## src/dmr_pkg.sv

```systemverilog
// constants and helpers shared by the request and flag register block
package dmr_pkg;

  // ****************************************************************
  // channel counts
  // ****************************************************************
  localparam int MAX_CH     = 7;
  localparam int SECOND_NCH = 5;
  localparam int CTL_W      = 16;

  // ****************************************************************
  // register map (byte addresses)
  // ****************************************************************
  localparam int        ADDR_W       = 8;
  localparam logic [7:0] OFS_FLAGS    = 8'h00;
  localparam logic [7:0] OFS_CLEAR    = 8'h04;
  localparam logic [7:0] OFS_CTL_BASE = 8'h08;
  localparam logic [7:0] OFS_CH_STEP  = 8'h14;
  localparam logic [31:0] FLAGS_RST   = 32'h0000_0000;
  localparam logic [15:0] CTL_RST     = 16'h0000;

  // ****************************************************************
  // flag and clear field layout, four bits per channel
  // ****************************************************************
  localparam int FLAG_STRIDE = 4;
  localparam int FB_ANY      = 0;
  localparam int FB_FULL     = 1;
  localparam int FB_HALF     = 2;
  localparam int FB_ERR      = 3;

  // ****************************************************************
  // control register fields
  // ****************************************************************
  localparam int CB_ON      = 0;
  localparam int CB_FULL_IE = 1;
  localparam int CB_HALF_IE = 2;
  localparam int CB_ERR_IE  = 3;
  localparam int CB_DIR     = 4;
  localparam int CB_CIRC    = 5;
  localparam int CB_PINC    = 6;
  localparam int CB_MINC    = 7;
  localparam int CB_PSIZE   = 8;
  localparam int CB_MSIZE   = 10;
  localparam int CB_CHANNEL_PRIORITY    = 12;
  localparam int CB_M2M     = 14;
  // writable while the channel runs: enable and irq enables
  localparam logic [15:0] CTL_LIVE_MASK = 16'h000f;
  // bit 15 reserved
  localparam logic [15:0] CTL_IMPL_MASK = 16'h7fff;

  typedef enum logic [1:0] {
    DMR_SZ_8   = 2'h0,
    DMR_SZ_16  = 2'h1,
    DMR_SZ_32  = 2'h2,
    DMR_SZ_RSV = 2'h3
  } dmr_size_type;

  typedef enum logic [1:0] {
    DMR_PR_LOW   = 2'h0,
    DMR_PR_MED   = 2'h1,
    DMR_PR_HIGH  = 2'h2,
    DMR_PR_ULTRA = 2'h3
  } dmr_channel_priority_type;

  // ****************************************************************
  // raw request pin positions before synchronisation
  // ****************************************************************
  localparam int RQ_ADC      = 0;
  localparam int RQ_TA_CMP2  = 1;
  localparam int RQ_TC_CMP0  = 2;
  localparam int RQ_SC_TX    = 3;
  localparam int RQ_SC_RX    = 4;
  localparam int RQ_SA_TX    = 5;
  localparam int RQ_SA_RX    = 6;
  localparam int RQ_SB_RX    = 7;
  localparam int RQ_SB_TX    = 8;
  localparam int RQ_CO0      = 9;
  localparam int RQ_CO1      = 10;
  localparam int RQ_BTA_UP   = 11;
  localparam int RQ_SD_RX    = 12;
  localparam int RQ_EXTRA    = 13;
  localparam int RQ_W        = RQ_EXTRA + MAX_CH;

  // control register byte address of a channel
  function automatic logic [7:0] ctl_addr(input int ch);
    ctl_addr = OFS_CTL_BASE + 8'(ch) * OFS_CH_STEP;
  endfunction

endpackage

```

## src/dmr_ev_if.sv

```systemverilog
// link between the register core and the channel flag bank
`timescale 1ns/10ps
interface dmr_ev_if;
  import dmr_pkg::*;
  logic [MAX_CH-1:0] err_set;
  logic [MAX_CH-1:0] half_set;
  logic [MAX_CH-1:0] full_set;
  logic              clr_vld;
  logic [31:0]       clr_word;
  logic [MAX_CH-1:0] err_q;
  logic [MAX_CH-1:0] half_q;
  logic [MAX_CH-1:0] full_q;

  modport bank (
    input  err_set, half_set, full_set, clr_vld, clr_word,
    output err_q, half_q, full_q
  );
  modport core (
    output err_set, half_set, full_set, clr_vld, clr_word,
    input  err_q, half_q, full_q
  );
endinterface

```

## src/dmr_top.sv

```systemverilog
// request merging, event flags and channel control registers
//
// Contract
// RULE_01 - OR all requests of a channel together
// RULE_02 - system enables one source per channel
// RULE_03 - ch0: converter, timer a cmp2, timer c cmp0
// RULE_04 - ch1..6: serial c, a, b as mapped
// RULE_05 - second: ch2/3 converter outs, timer, serial d
// RULE_06 - second controller has only five channels
// RULE_07 - flag word at 0x00, four bits per channel
// RULE_08 - flags hardware set, cleared only via clear
// RULE_09 - transfer error sets error flag
// RULE_10 - half the transfers sets half-done flag
// RULE_11 - finished sequence sets full-done flag
// RULE_12 - any flag reads as OR of three
// RULE_13 - write-one clear register at 0x04
// RULE_14 - any-clear bit clears all channel flags
// RULE_15 - software keeps reserved top bits zero
// RULE_16 - control at 0x08 + 0x14 * channel
// RULE_17 - control low bits: enable, irq enables, mode
// RULE_18 - m2m, priority, sizes in upper control bits
// RULE_19 - setup fields locked while channel enabled
// RULE_20 - size and priority encodings
// RULE_21 - direction meaning, bit 7 memory increment
// RULE_22 - channel irq from enabled set flags
//
// Local design decision: the plain strobed port.
`timescale 1ns/10ps
module dmr_top import dmr_pkg::*; #(
  parameter bit IS_SECOND = 1'b0 // 0 first controller, 1 second
) (
  input  logic                       sys_clk,  // 40 MHz clock
  input  logic                       arst_n,   // async reset
  // register port
  input  logic [ADDR_W-1:0]          reg_addr, // byte address
  input  logic [31:0]                reg_wdata,// write data
  input  logic                       reg_wr,   // write strobe
  input  logic                       reg_rd,   // read strobe
  output logic [31:0]                reg_rdata_r, // read data
  // peripheral request pins
  input  logic analog_converter_request,       // ch0 first
  input  logic gp_timer_a_compare2_request,    // ch0 first
  input  logic gp_timer_c_compare0_request,    // ch0 first
  input  logic serial_c_transmit_request,      // ch1 first
  input  logic serial_c_receive_request,       // ch2 first
  input  logic serial_a_transmit_request,      // ch3 first
  input  logic serial_a_receive_request,       // ch4 first
  input  logic serial_b_receive_request,       // ch5 first
  input  logic serial_b_transmit_request,      // ch6 first
  input  logic converter_out0_request,         // ch2 second
  input  logic converter_out1_request,         // ch3 second
  input  logic basic_timer_a_update_request,   // ch2 second
  input  logic serial_d_receive_request,       // ch2 second
  input  logic [MAX_CH-1:0]          extra_req,   // other sources
  // engine side
  input  logic [MAX_CH-1:0]          xfer_err_evt,  // error pulse
  input  logic [MAX_CH-1:0]          half_done_evt, // half pulse
  input  logic [MAX_CH-1:0]          full_done_evt, // done pulse
  output logic [MAX_CH-1:0]          chan_req_r,  // merged request
  output logic [MAX_CH-1:0]          chan_irq_r,  // channel irq
  output logic [MAX_CH-1:0][CTL_W-1:0] chan_ctl_r // control words
);

  localparam int NCH = IS_SECOND ? SECOND_NCH : MAX_CH; // RULE_06

  // position of one channel field in the flag and clear words
  function automatic int fpos(input int ch, input int fld);
    fpos = ch * FLAG_STRIDE + fld;
  endfunction

  // ****************************************************************
  // reset release
  // ****************************************************************
  logic rst_meta_r;
  logic rst_n_r;

  // two stages: no flop leaves reset mid-edge
  always_ff @(posedge sys_clk or negedge arst_n) begin
    if (!arst_n) begin
      rst_meta_r <= 1'b0;
      rst_n_r    <= 1'b0;
    end else begin
      rst_meta_r <= 1'b1;
      rst_n_r    <= rst_meta_r;
    end
  end

  // ****************************************************************
  // request pin synchronisers
  // ****************************************************************
  // pins are asynchronous: two stages first
  logic [RQ_W-1:0] rq_raw;
  logic [RQ_W-1:0] rq_meta_r;
  logic [RQ_W-1:0] rq_sync_r;

  always_comb begin
    rq_raw             = '0;
    rq_raw[RQ_ADC]     = analog_converter_request;
    rq_raw[RQ_TA_CMP2] = gp_timer_a_compare2_request;
    rq_raw[RQ_TC_CMP0] = gp_timer_c_compare0_request;
    rq_raw[RQ_SC_TX]   = serial_c_transmit_request;
    rq_raw[RQ_SC_RX]   = serial_c_receive_request;
    rq_raw[RQ_SA_TX]   = serial_a_transmit_request;
    rq_raw[RQ_SA_RX]   = serial_a_receive_request;
    rq_raw[RQ_SB_RX]   = serial_b_receive_request;
    rq_raw[RQ_SB_TX]   = serial_b_transmit_request;
    rq_raw[RQ_CO0]     = converter_out0_request;
    rq_raw[RQ_CO1]     = converter_out1_request;
    rq_raw[RQ_BTA_UP]  = basic_timer_a_update_request;
    rq_raw[RQ_SD_RX]   = serial_d_receive_request;
    rq_raw[RQ_EXTRA +: MAX_CH] = extra_req;
  end

  always_ff @(posedge sys_clk or negedge rst_n_r) begin
    if (!rst_n_r) begin
      rq_meta_r <= '0;
      rq_sync_r <= '0;
    end else begin
      rq_meta_r <= rq_raw;
      rq_sync_r <= rq_meta_r;
    end
  end

  // ****************************************************************
  // request merge per channel
  // ****************************************************************
  // several live sources on one channel are not arbitrated here;
  // the system keeps one enabled at a time
  logic [MAX_CH-1:0] req_nxt;

  always_comb begin
    req_nxt = rq_sync_r[RQ_EXTRA +: MAX_CH]; // RULE_01 RULE_02
    if (!IS_SECOND) begin
      req_nxt[0] = req_nxt[0] | rq_sync_r[RQ_ADC]
                 | rq_sync_r[RQ_TA_CMP2]
                 | rq_sync_r[RQ_TC_CMP0]; // RULE_03
      req_nxt[1] = req_nxt[1] | rq_sync_r[RQ_SC_TX]; // RULE_04
      req_nxt[2] = req_nxt[2] | rq_sync_r[RQ_SC_RX]; // RULE_04
      req_nxt[3] = req_nxt[3] | rq_sync_r[RQ_SA_TX]; // RULE_04
      req_nxt[4] = req_nxt[4] | rq_sync_r[RQ_SA_RX]; // RULE_04
      req_nxt[5] = req_nxt[5] | rq_sync_r[RQ_SB_RX]; // RULE_04
      req_nxt[6] = req_nxt[6] | rq_sync_r[RQ_SB_TX]; // RULE_04
    end else begin
      req_nxt[2] = req_nxt[2] | rq_sync_r[RQ_CO0]
                 | rq_sync_r[RQ_BTA_UP]
                 | rq_sync_r[RQ_SD_RX]; // RULE_05
      req_nxt[3] = req_nxt[3] | rq_sync_r[RQ_CO1]; // RULE_05
    end
    for (int ch = 0; ch < MAX_CH; ch++) begin
      if (ch >= NCH) begin
        req_nxt[ch] = 1'b0; // RULE_06
      end
    end
  end

  // ****************************************************************
  // address decode
  // ****************************************************************
  logic              hit_flags;
  logic              hit_clear;
  logic [MAX_CH-1:0] hit_ctl;

  always_comb begin
    hit_flags = (reg_addr == OFS_FLAGS); // RULE_07
    hit_clear = (reg_addr == OFS_CLEAR); // RULE_13
    for (int ch = 0; ch < MAX_CH; ch++) begin
      hit_ctl[ch] = (ch < NCH) && (reg_addr == ctl_addr(ch)); // RULE_16
    end
  end

  // ****************************************************************
  // register strobes
  // ****************************************************************
  logic              wr_clear;
  logic [MAX_CH-1:0] wr_ctl;
  logic              rd_flags;
  logic [MAX_CH-1:0] rd_ctl;

  always_comb begin
    wr_clear = reg_wr && hit_clear; // RULE_13
    rd_flags = reg_rd && hit_flags; // RULE_07
    for (int ch = 0; ch < MAX_CH; ch++) begin
      wr_ctl[ch] = reg_wr && hit_ctl[ch]; // RULE_16
      rd_ctl[ch] = reg_rd && hit_ctl[ch]; // RULE_16
    end
  end

  // ****************************************************************
  // flag bank
  // ****************************************************************
  // engine events share this clock: no sync
  dmr_ev_if ev ();

  assign ev.err_set  = xfer_err_evt;
  assign ev.half_set = half_done_evt;
  assign ev.full_set = full_done_evt;
  // writes to the flag word itself fall through: read only
  assign ev.clr_vld  = wr_clear; // RULE_08 RULE_13
  assign ev.clr_word = reg_wdata;

  dmr_flag_bank #(
    .NCH (NCH)
  ) u_flags (
    .clk   (sys_clk),
    .rst_n (rst_n_r),
    .ev    (ev)
  );

  logic [31:0] flag_word;

  always_comb begin
    flag_word = FLAGS_RST; // reserved top nibble stays zero
    for (int ch = 0; ch < MAX_CH; ch++) begin
      flag_word[fpos(ch, FB_ERR)]  = ev.err_q[ch];  // RULE_07
      flag_word[fpos(ch, FB_HALF)] = ev.half_q[ch]; // RULE_07
      flag_word[fpos(ch, FB_FULL)] = ev.full_q[ch]; // RULE_07
      flag_word[fpos(ch, FB_ANY)]  = ev.err_q[ch]
                                   | ev.half_q[ch]
                                   | ev.full_q[ch]; // RULE_12
    end
  end

  // ****************************************************************
  // channel control registers
  // ****************************************************************
  // size fields keep the reserved code 2'h3 as written; the engine
  // must treat it as invalid, priority uses all four codes
  logic [MAX_CH-1:0][CTL_W-1:0] ctl_q;

  for (genvar g = 0; g < MAX_CH; g++) begin : g_ctl
    if (g < NCH) begin : g_on
      dmr_ctl_reg u_ctl (
        .clk   (sys_clk),
        .rst_n (rst_n_r),
        .wr_en (wr_ctl[g]),
        .wdata (reg_wdata[CTL_W-1:0]),
        .ctl_r (ctl_q[g])
      ); // RULE_17 RULE_18 RULE_19 RULE_20 RULE_21
    end else begin : g_off
      assign ctl_q[g] = CTL_RST; // RULE_06
    end
  end

  assign chan_ctl_r = ctl_q;

  // ****************************************************************
  // channel interrupts
  // ****************************************************************
  logic [MAX_CH-1:0] err_ie;
  logic [MAX_CH-1:0] half_ie;
  logic [MAX_CH-1:0] full_ie;
  logic [MAX_CH-1:0] irq_nxt;

  // enables come from the stored word, so a write
  // that sets one raises the irq a cycle later
  always_comb begin
    for (int ch = 0; ch < MAX_CH; ch++) begin
      err_ie[ch]  = ctl_q[ch][CB_ERR_IE];
      half_ie[ch] = ctl_q[ch][CB_HALF_IE];
      full_ie[ch] = ctl_q[ch][CB_FULL_IE];
    end
  end

  always_comb begin
    for (int ch = 0; ch < MAX_CH; ch++) begin
      irq_nxt[ch] = (ev.err_q[ch]  && err_ie[ch])
                  | (ev.half_q[ch] && half_ie[ch])
                  | (ev.full_q[ch] && full_ie[ch]); // RULE_22
    end
  end

  // ****************************************************************
  // read data
  // ****************************************************************
  // clear word and unmapped addresses read zero, one cycle later
  logic [31:0] rdata_nxt;

  always_comb begin
    rdata_nxt = '0;
    if (rd_flags) begin
      rdata_nxt = flag_word; // RULE_07 RULE_12
    end
    for (int ch = 0; ch < MAX_CH; ch++) begin
      if (rd_ctl[ch]) begin
        rdata_nxt = {16'h0000, ctl_q[ch]}; // RULE_16
      end
    end
  end

  // ****************************************************************
  // output registers
  // registered so no glitch reaches the engine
  // ****************************************************************
  always_ff @(posedge sys_clk or negedge rst_n_r) begin
    if (!rst_n_r) begin
      reg_rdata_r <= '0;
      chan_req_r  <= '0;
      chan_irq_r  <= '0;
    end else begin
      reg_rdata_r <= rdata_nxt;
      chan_req_r  <= req_nxt;
      chan_irq_r  <= irq_nxt;
    end
  end

endmodule

```

## src/dmr_flag_bank.sv

```systemverilog
// sticky per-channel event flags with write-one clear
`timescale 1ns/10ps
module dmr_flag_bank import dmr_pkg::*; #(
  parameter int NCH = MAX_CH
) (
  input  logic   clk,   // system clock
  input  logic   rst_n, // synchronised reset, active low
  dmr_ev_if.bank ev     // events in, flags out
);

  logic [MAX_CH-1:0] err_r,  err_nxt;
  logic [MAX_CH-1:0] half_r, half_nxt;
  logic [MAX_CH-1:0] full_r, full_nxt;

  always_comb begin
    err_nxt  = err_r;
    half_nxt = half_r;
    full_nxt = full_r;
    for (int ch = 0; ch < MAX_CH; ch++) begin
      if (ch < NCH) begin
        // clear first, then set: an event in the clear cycle survives
        if (ev.clr_vld) begin
          if (ev.clr_word[ch*FLAG_STRIDE+FB_ERR] ||
              ev.clr_word[ch*FLAG_STRIDE+FB_ANY]) begin
            err_nxt[ch] = 1'b0; // RULE_13 RULE_14
          end
          if (ev.clr_word[ch*FLAG_STRIDE+FB_HALF] ||
              ev.clr_word[ch*FLAG_STRIDE+FB_ANY]) begin
            half_nxt[ch] = 1'b0; // RULE_13 RULE_14
          end
          if (ev.clr_word[ch*FLAG_STRIDE+FB_FULL] ||
              ev.clr_word[ch*FLAG_STRIDE+FB_ANY]) begin
            full_nxt[ch] = 1'b0; // RULE_13 RULE_14
          end
        end
        if (ev.err_set[ch]) begin
          err_nxt[ch] = 1'b1; // RULE_09 RULE_08
        end
        if (ev.half_set[ch]) begin
          half_nxt[ch] = 1'b1; // RULE_10 RULE_08
        end
        if (ev.full_set[ch]) begin
          full_nxt[ch] = 1'b1; // RULE_11 RULE_08
        end
      end else begin
        // missing channels hold no state
        err_nxt[ch]  = 1'b0; // RULE_06
        half_nxt[ch] = 1'b0;
        full_nxt[ch] = 1'b0;
      end
    end
  end

  always_ff @(posedge clk or negedge rst_n) begin
    if (!rst_n) begin
      err_r  <= '0;
      half_r <= '0;
      full_r <= '0;
    end else begin
      err_r  <= err_nxt;
      half_r <= half_nxt;
      full_r <= full_nxt;
    end
  end

  assign ev.err_q  = err_r;
  assign ev.half_q = half_r;
  assign ev.full_q = full_r;

endmodule

```

## src/dmr_ctl_reg.sv

```systemverilog
// one channel control register with run-time write protection
`timescale 1ns/10ps
module dmr_ctl_reg import dmr_pkg::*; (
  input  logic              clk,   // system clock
  input  logic              rst_n, // synchronised reset, active low
  input  logic              wr_en, // write hits this register
  input  logic [CTL_W-1:0]  wdata, // write data, low half
  output logic [CTL_W-1:0]  ctl_r  // stored control word
);

  logic [CTL_W-1:0] ctl_nxt;
  logic [CTL_W-1:0] keep_mask;

  always_comb begin
    // while running only enable and irq enables move
    keep_mask = ctl_r[CB_ON] ? CTL_LIVE_MASK : CTL_IMPL_MASK; // RULE_19
    ctl_nxt   = ctl_r;
    if (wr_en) begin
      ctl_nxt = (ctl_r & ~keep_mask) | (wdata & keep_mask); // RULE_17 RULE_18
    end
  end

  always_ff @(posedge clk or negedge rst_n) begin
    if (!rst_n) begin
      ctl_r <= CTL_RST; // RULE_16
    end else begin
      ctl_r <= ctl_nxt;
    end
  end

endmodule

```

## config.mk

```make
export PLATFORM = sky130hd
export DESIGN_NAME = dmr_top
export DESIGN_NICKNAME = d
export VERILOG_FILES = /design/src/dmr_pkg.sv /design/src/dmr_ev_if.sv /design/src/dmr_top.sv /design/src/dmr_flag_bank.sv /design/src/dmr_ctl_reg.sv
export SDC_FILE = /design/constraint.sdc
export NUM_CORES = 1
export LEC_CHECK = 0
export BUFFER_PORTS_ARGS = -buffer_cell sky130_fd_sc_hd__buf_2
export CAP_MARGIN = 20
export CORE_AREA = 5 5 209 110
export DETAILED_ROUTE_END_ITERATION = 8
export DIE_AREA = 0 0 214 115
export PLACE_DENSITY_LB_ADDON = 0.1
export RECOVER_POWER = 50
export SYNTH_ARGS = -nofsm -noshare
export SYNTH_HDL_FRONTEND = slang
export SYNTH_SLANG_ARGS = --single-unit
```

## constraint.sdc

```tcl
create_clock -name sys_clk -period 16.25 [get_ports sys_clk]
set_clock_uncertainty 0.1 [all_clocks]
set_input_delay 3.25 -clock sys_clk [delete_from_list [all_inputs] [get_ports sys_clk]]
set_output_delay 3.25 -clock sys_clk [all_outputs]
set_load 0.01 [all_outputs]
```

==> run_summary.xml <==
<?xml version="1.0" encoding="UTF-8"?>
<metrics>
  <group name="die">
    <metric name="die_footprint" unit="um^2">24600</metric>
    <metric name="dieHeight" unit="um">115</metric>
    <metric name="io_pins" unit="">243</metric>
    <metric name="initial_cell_density_of_the_core" unit="">0.390</metric>
    <metric name="core.rowCount" unit="">38</metric>
    <metric name="die_w" unit="um">214</metric>
    <metric name="placeableCoreArea" unit="um^2">21100</metric>
  </group>
  <group name="clock_tree">
    <metric name="clkLatencyLatePin" unit="ns">0.50</metric>
    <metric name="cts_inserted_buffers" unit="">20</metric>
    <metric name="clock_root_buffer" unit="">sky130_fd_sc_hd__clkbuf_16</metric>
    <metric name="ctsLongestPathBuffers" unit="">3</metric>
    <metric name="clock_tree_from_tritoncts" unit="">built</metric>
    <metric name="holdBufCountCts" unit="">0</metric>
    <metric name="h-tree-depth" unit="">1</metric>
    <metric name="post_cts.resized_instances" unit="">0</metric>
    <metric name="post_cts.repair.setup_buffers" unit="">0</metric>
    <metric name="worst_setup_hold_path_clk_slew" unit="ns">0.06</metric>
    <metric name="cts.sink_count" unit="">202</metric>
  </group>
  <group name="yosys">
    <metric name="synthDistinctLibCells" unit="">56</metric>
    <metric name="netlist_area" unit="um^2">8220</metric>
    <metric name="ys.warnings.count" unit="">0</metric>
    <metric name="synth-edff-count" unit="">0</metric>
    <metric name="synth_cells" unit="">588</metric>
    <metric name="async_set_reset_flop_share_out_of_synthesis" unit="">1.00</metric>
    <metric name="synthesis.area_per_instance" unit="um^2">14.0</metric>
    <metric name="synth_flop_cell" unit="">sky130_fd_sc_hd__dfrtp_1</metric>
    <metric name="synth-seq-area-share" unit="">0.615</metric>
    <metric name="synth.ff_latch_count" unit="">202</metric>
  </group>
  <group name="sta">
    <metric name="layout_setup_ws" unit="ns">10.53</metric>
    <metric name="whs" unit="ns">0.245</metric>
    <metric name="max_slew_headroom" unit="">-1.36</metric>
    <metric name="setup_viol" unit="">0</metric>
    <metric name="final_hold_violation_count" unit="">0</metric>
    <metric name="rsz0062_at_grt" unit="">no</metric>
    <metric name="totalNegativeSetupSlack" unit="ns">0</metric>
    <metric name="slew_viol_final" unit="">178</metric>
    <metric name="timing.fmax" unit="MHz">175</metric>
    <metric name="finalCritPeriodShare" unit="">0.352</metric>
    <metric name="layout_min_cycle_time" unit="ns">5.72</metric>
    <metric name="worst_pin_slew" unit="ns">3.54</metric>
  </group>
  <group name="finish">
    <metric name="final_layout_size_suffix_gt1_frac" unit="">0.440</metric>
    <metric name="nNetsFinal" unit="">892</metric>
    <metric name="layout.cells.most_common_list" unit="">sky130_fd_sc_hd__buf_2, sky130_fd_sc_hd__dfrtp_1, sky130_fd_sc_hd__mux2_2</metric>
    <metric name="syn_to_final_growth" unit="%">23.5</metric>
    <metric name="antenna_cells" unit="">0</metric>
    <metric name="layout.cell_area.non_filler" unit="um^2">10200</metric>
    <metric name="final_cell_count_no_fill" unit="">1101</metric>
    <metric name="most_common_cell_after_layout_fill_and_taps_aside" unit="">sky130_fd_sc_hd__buf_2</metric>
  </group>
  <group name="worst_hold_path">
    <metric name="min-delay-path-class" unit="">flip-flop to flip-flop</metric>
    <metric name="worstHoldStart" unit="">rq_meta_r[14]$_DFF_PN0_</metric>
  </group>
  <group name="power_and_ir_drop">
    <metric name="power_leakage" unit="nW">5.17</metric>
    <metric name="power.density" unit="nW/um^2">108</metric>
    <metric name="irDropWorstVdd" unit="mV">0.0641</metric>
  </group>
  <group name="place">
    <metric name="buffer_ports.inserted" unit="">223</metric>
    <metric name="pre_cts_ws" unit="ns">10.38</metric>
    <metric name="detailed_place.area" unit="um^2">9520</metric>
    <metric name="detailedPlacementHpwl" unit="um">19800</metric>
    <metric name="globalplace.congestion" unit="">0.825</metric>
    <metric name="dp_cells" unit="">1063</metric>
  </group>
  <group name="setup_path">
    <metric name="reg2reg_from" unit="">rst_n_r$_DFF_PN0_</metric>
    <metric name="worst-path-max-fanout" unit="">15</metric>
    <metric name="crit_path_start" unit="">reg_addr[3]</metric>
    <metric name="critPathRequiredTime" unit="ns">16.54</metric>
    <metric name="timing_worst_setup_path_type" unit="">primary input to flip-flop</metric>
    <metric name="critical-path-max-stage-delay" unit="ns">0.78</metric>
    <metric name="timing.critical_path.from_type" unit="">primary input</metric>
    <metric name="cp_cell_sequence" unit="">clkbuf_1 -&gt; nor3b_1 -&gt; and4_1 -&gt; a221o_1 -&gt; o211ai_1 -&gt; a21oi_1</metric>
    <metric name="cp.buffers_inverters" unit="">1</metric>
    <metric name="timing.critical_path.slowest_stage_cell" unit="">sky130_fd_sc_hd__and4_1</metric>
    <metric name="crit_family" unit="">simple AND/OR/NAND/NOR gates</metric>
    <metric name="cp_data_arrival_time" unit="ns">6.01</metric>
    <metric name="critical_path_endpoint_category" unit="">flip-flop</metric>
  </group>
  <group name="drt">
    <metric name="vias_per_cell" unit="">5.48</metric>
    <metric name="detail_route.wl_per_cell" unit="um">24.8</metric>
    <metric name="initialDrtViolationCount" unit="">482</metric>
    <metric name="totalWireLength" unit="um">27300</metric>
    <metric name="detail-route-antenna-nets" unit="">0</metric>
    <metric name="route.vias.total" unit="">6033</metric>
    <metric name="drt_drc_violations_left" unit="">0</metric>
    <metric name="drt-pass1-iter-count" unit="">5</metric>
  </group>
  <group name="run_status">
    <metric name="failing_checks" unit="">capacitance limit, slew limit</metric>
    <metric name="run_status" unit="">finished, violations left</metric>
  </group>
  <group name="global_route">
    <metric name="grt_util_all_layers" unit="">0.219</metric>
    <metric name="grt_start_max_net_pins" unit="">81</metric>
    <metric name="grt_antenna_before_repair" unit="">0</metric>
    <metric name="global_route_wire_length_before_repair" unit="um">41000</metric>
    <metric name="globalRoute.totalOverflow" unit="">0</metric>
    <metric name="first_global_vias" unit="">6327</metric>
  </group>
  <group name="job">
    <metric name="max-cap-violations" unit="">3</metric>
  </group>
</metrics>
## worst paths after layout
check                                                end  slack (ns)  cells after the start
worst min register to register   rq_sync_r[14]$_DFF_PN0_        0.24                      0
worst max-delay path            reg_rdata_r[1]$_DFF_PN0_       10.53                      6
worst max register to register                 async pin       10.65                      2
max in group asynchronous                      async pin       10.65                      2
worst min-delay path             rq_sync_r[14]$_DFF_PN0_        0.24                      0
min in group asynchronous        rq_meta_r[16]$_DFF_PN0_        0.61                      0
## power breakdown
group	internal (mW)	switching, mW
combinational	0.0324	0.0455
clock	0.279	0.197
sequential	0.523	0.0160
total	0.834	0.259
## synthesized netlist by cell type, types with 4 or more instances
cell | number | area share
sky130_fd_sc_hd__a21oi_1 | 14 | 0.0085
sky130_fd_sc_hd__or2_2 | 6 | 0.0046
sky130_fd_sc_hd__o211ai_1 | 6 | 0.0055
sky130_fd_sc_hd__o221ai_1 | 6 | 0.0064
sky130_fd_sc_hd__buf_2 | 15 | 0.0091
sky130_fd_sc_hd__nor2_1 | 11 | 0.0050
sky130_fd_sc_hd__o21ai_0 | 25 | 0.015
sky130_fd_sc_hd__and3_1 | 4 | 0.0030
sky130_fd_sc_hd__a222oi_1 | 7 | 0.0085
sky130_fd_sc_hd__buf_6 | 4 | 0.0055
sky130_fd_sc_hd__o22ai_1 | 13 | 0.0099
sky130_fd_sc_hd__a21o_1 | 21 | 0.019
sky130_fd_sc_hd__a221o_1 | 7 | 0.0085
sky130_fd_sc_hd__mux2_1 | 13 | 0.018
sky130_fd_sc_hd__dfrtp_1 | 202 | 0.61
sky130_fd_sc_hd__mux2_4 | 10 | 0.018
sky130_fd_sc_hd__buf_4 | 14 | 0.013
sky130_fd_sc_hd__a221oi_1 | 18 | 0.019
sky130_fd_sc_hd__nand2_1 | 9 | 0.0041
sky130_fd_sc_hd__inv_1 | 11 | 0.0050
sky130_fd_sc_hd__a32o_1 | 4 | 0.0049
sky130_fd_sc_hd__mux2_2 | 90 | 0.12
sky130_fd_sc_hd__clkbuf_1 | 10 | 0.0046
sky130_fd_sc_hd__and2_1 | 11 | 0.0084
sky130_fd_sc_hd__nor3_1 | 5 | 0.0030
## worst register-to-register path, delay by kind of cell, from the launching register on
family                 cells  cell delay [ns]
buffers and inverters      2             3.25
DFF                        1             1.47
## cells by family (layout without fill, tap and decap cells)
logic type,count (synthesis),after routing,synth area share
DFF,202,202,0.615
other,2,12,0.000914
muxes,113,113,0.159
buffers and inverters,57,280,0.0384
AOI/OAI and AO/OA,134,134,0.120
and+or+nand+nor,80,80,0.0668
## through the flow
stage	util	power, mW
2_1_floorplan	-	0.583
3_3_place_gp	0.452	0.624
3_5_place_dp	0.452	0.627
4_1_cts	0.484	1.11
5_1_grt	0.482	1.14
6_report	0.482	1.09
## final cells by class
cell class | instances | area, um^2
Clock inverter | 9 | 103
Tap cell | 280 | 350
Clock buffer | 27 | 568
Sequential cell | 202 | 5050
Fill cell | 1927 | 10900
Timing Repair Buffer | 233 | 1150
Multi-Input combinational cell | 339 | 2880
Inverter | 11 | 41.3
## per-layer routing
metal  up-vias  track usage  wire (um)
li1       2608            -          -
met1      3102        0.331      12800
met2       278        0.310      11400
met3        45       0.0647       2420
met4         0       0.0570        624
met5         -            0          0
No activity file was read; power rests on OpenSTA's default activity.
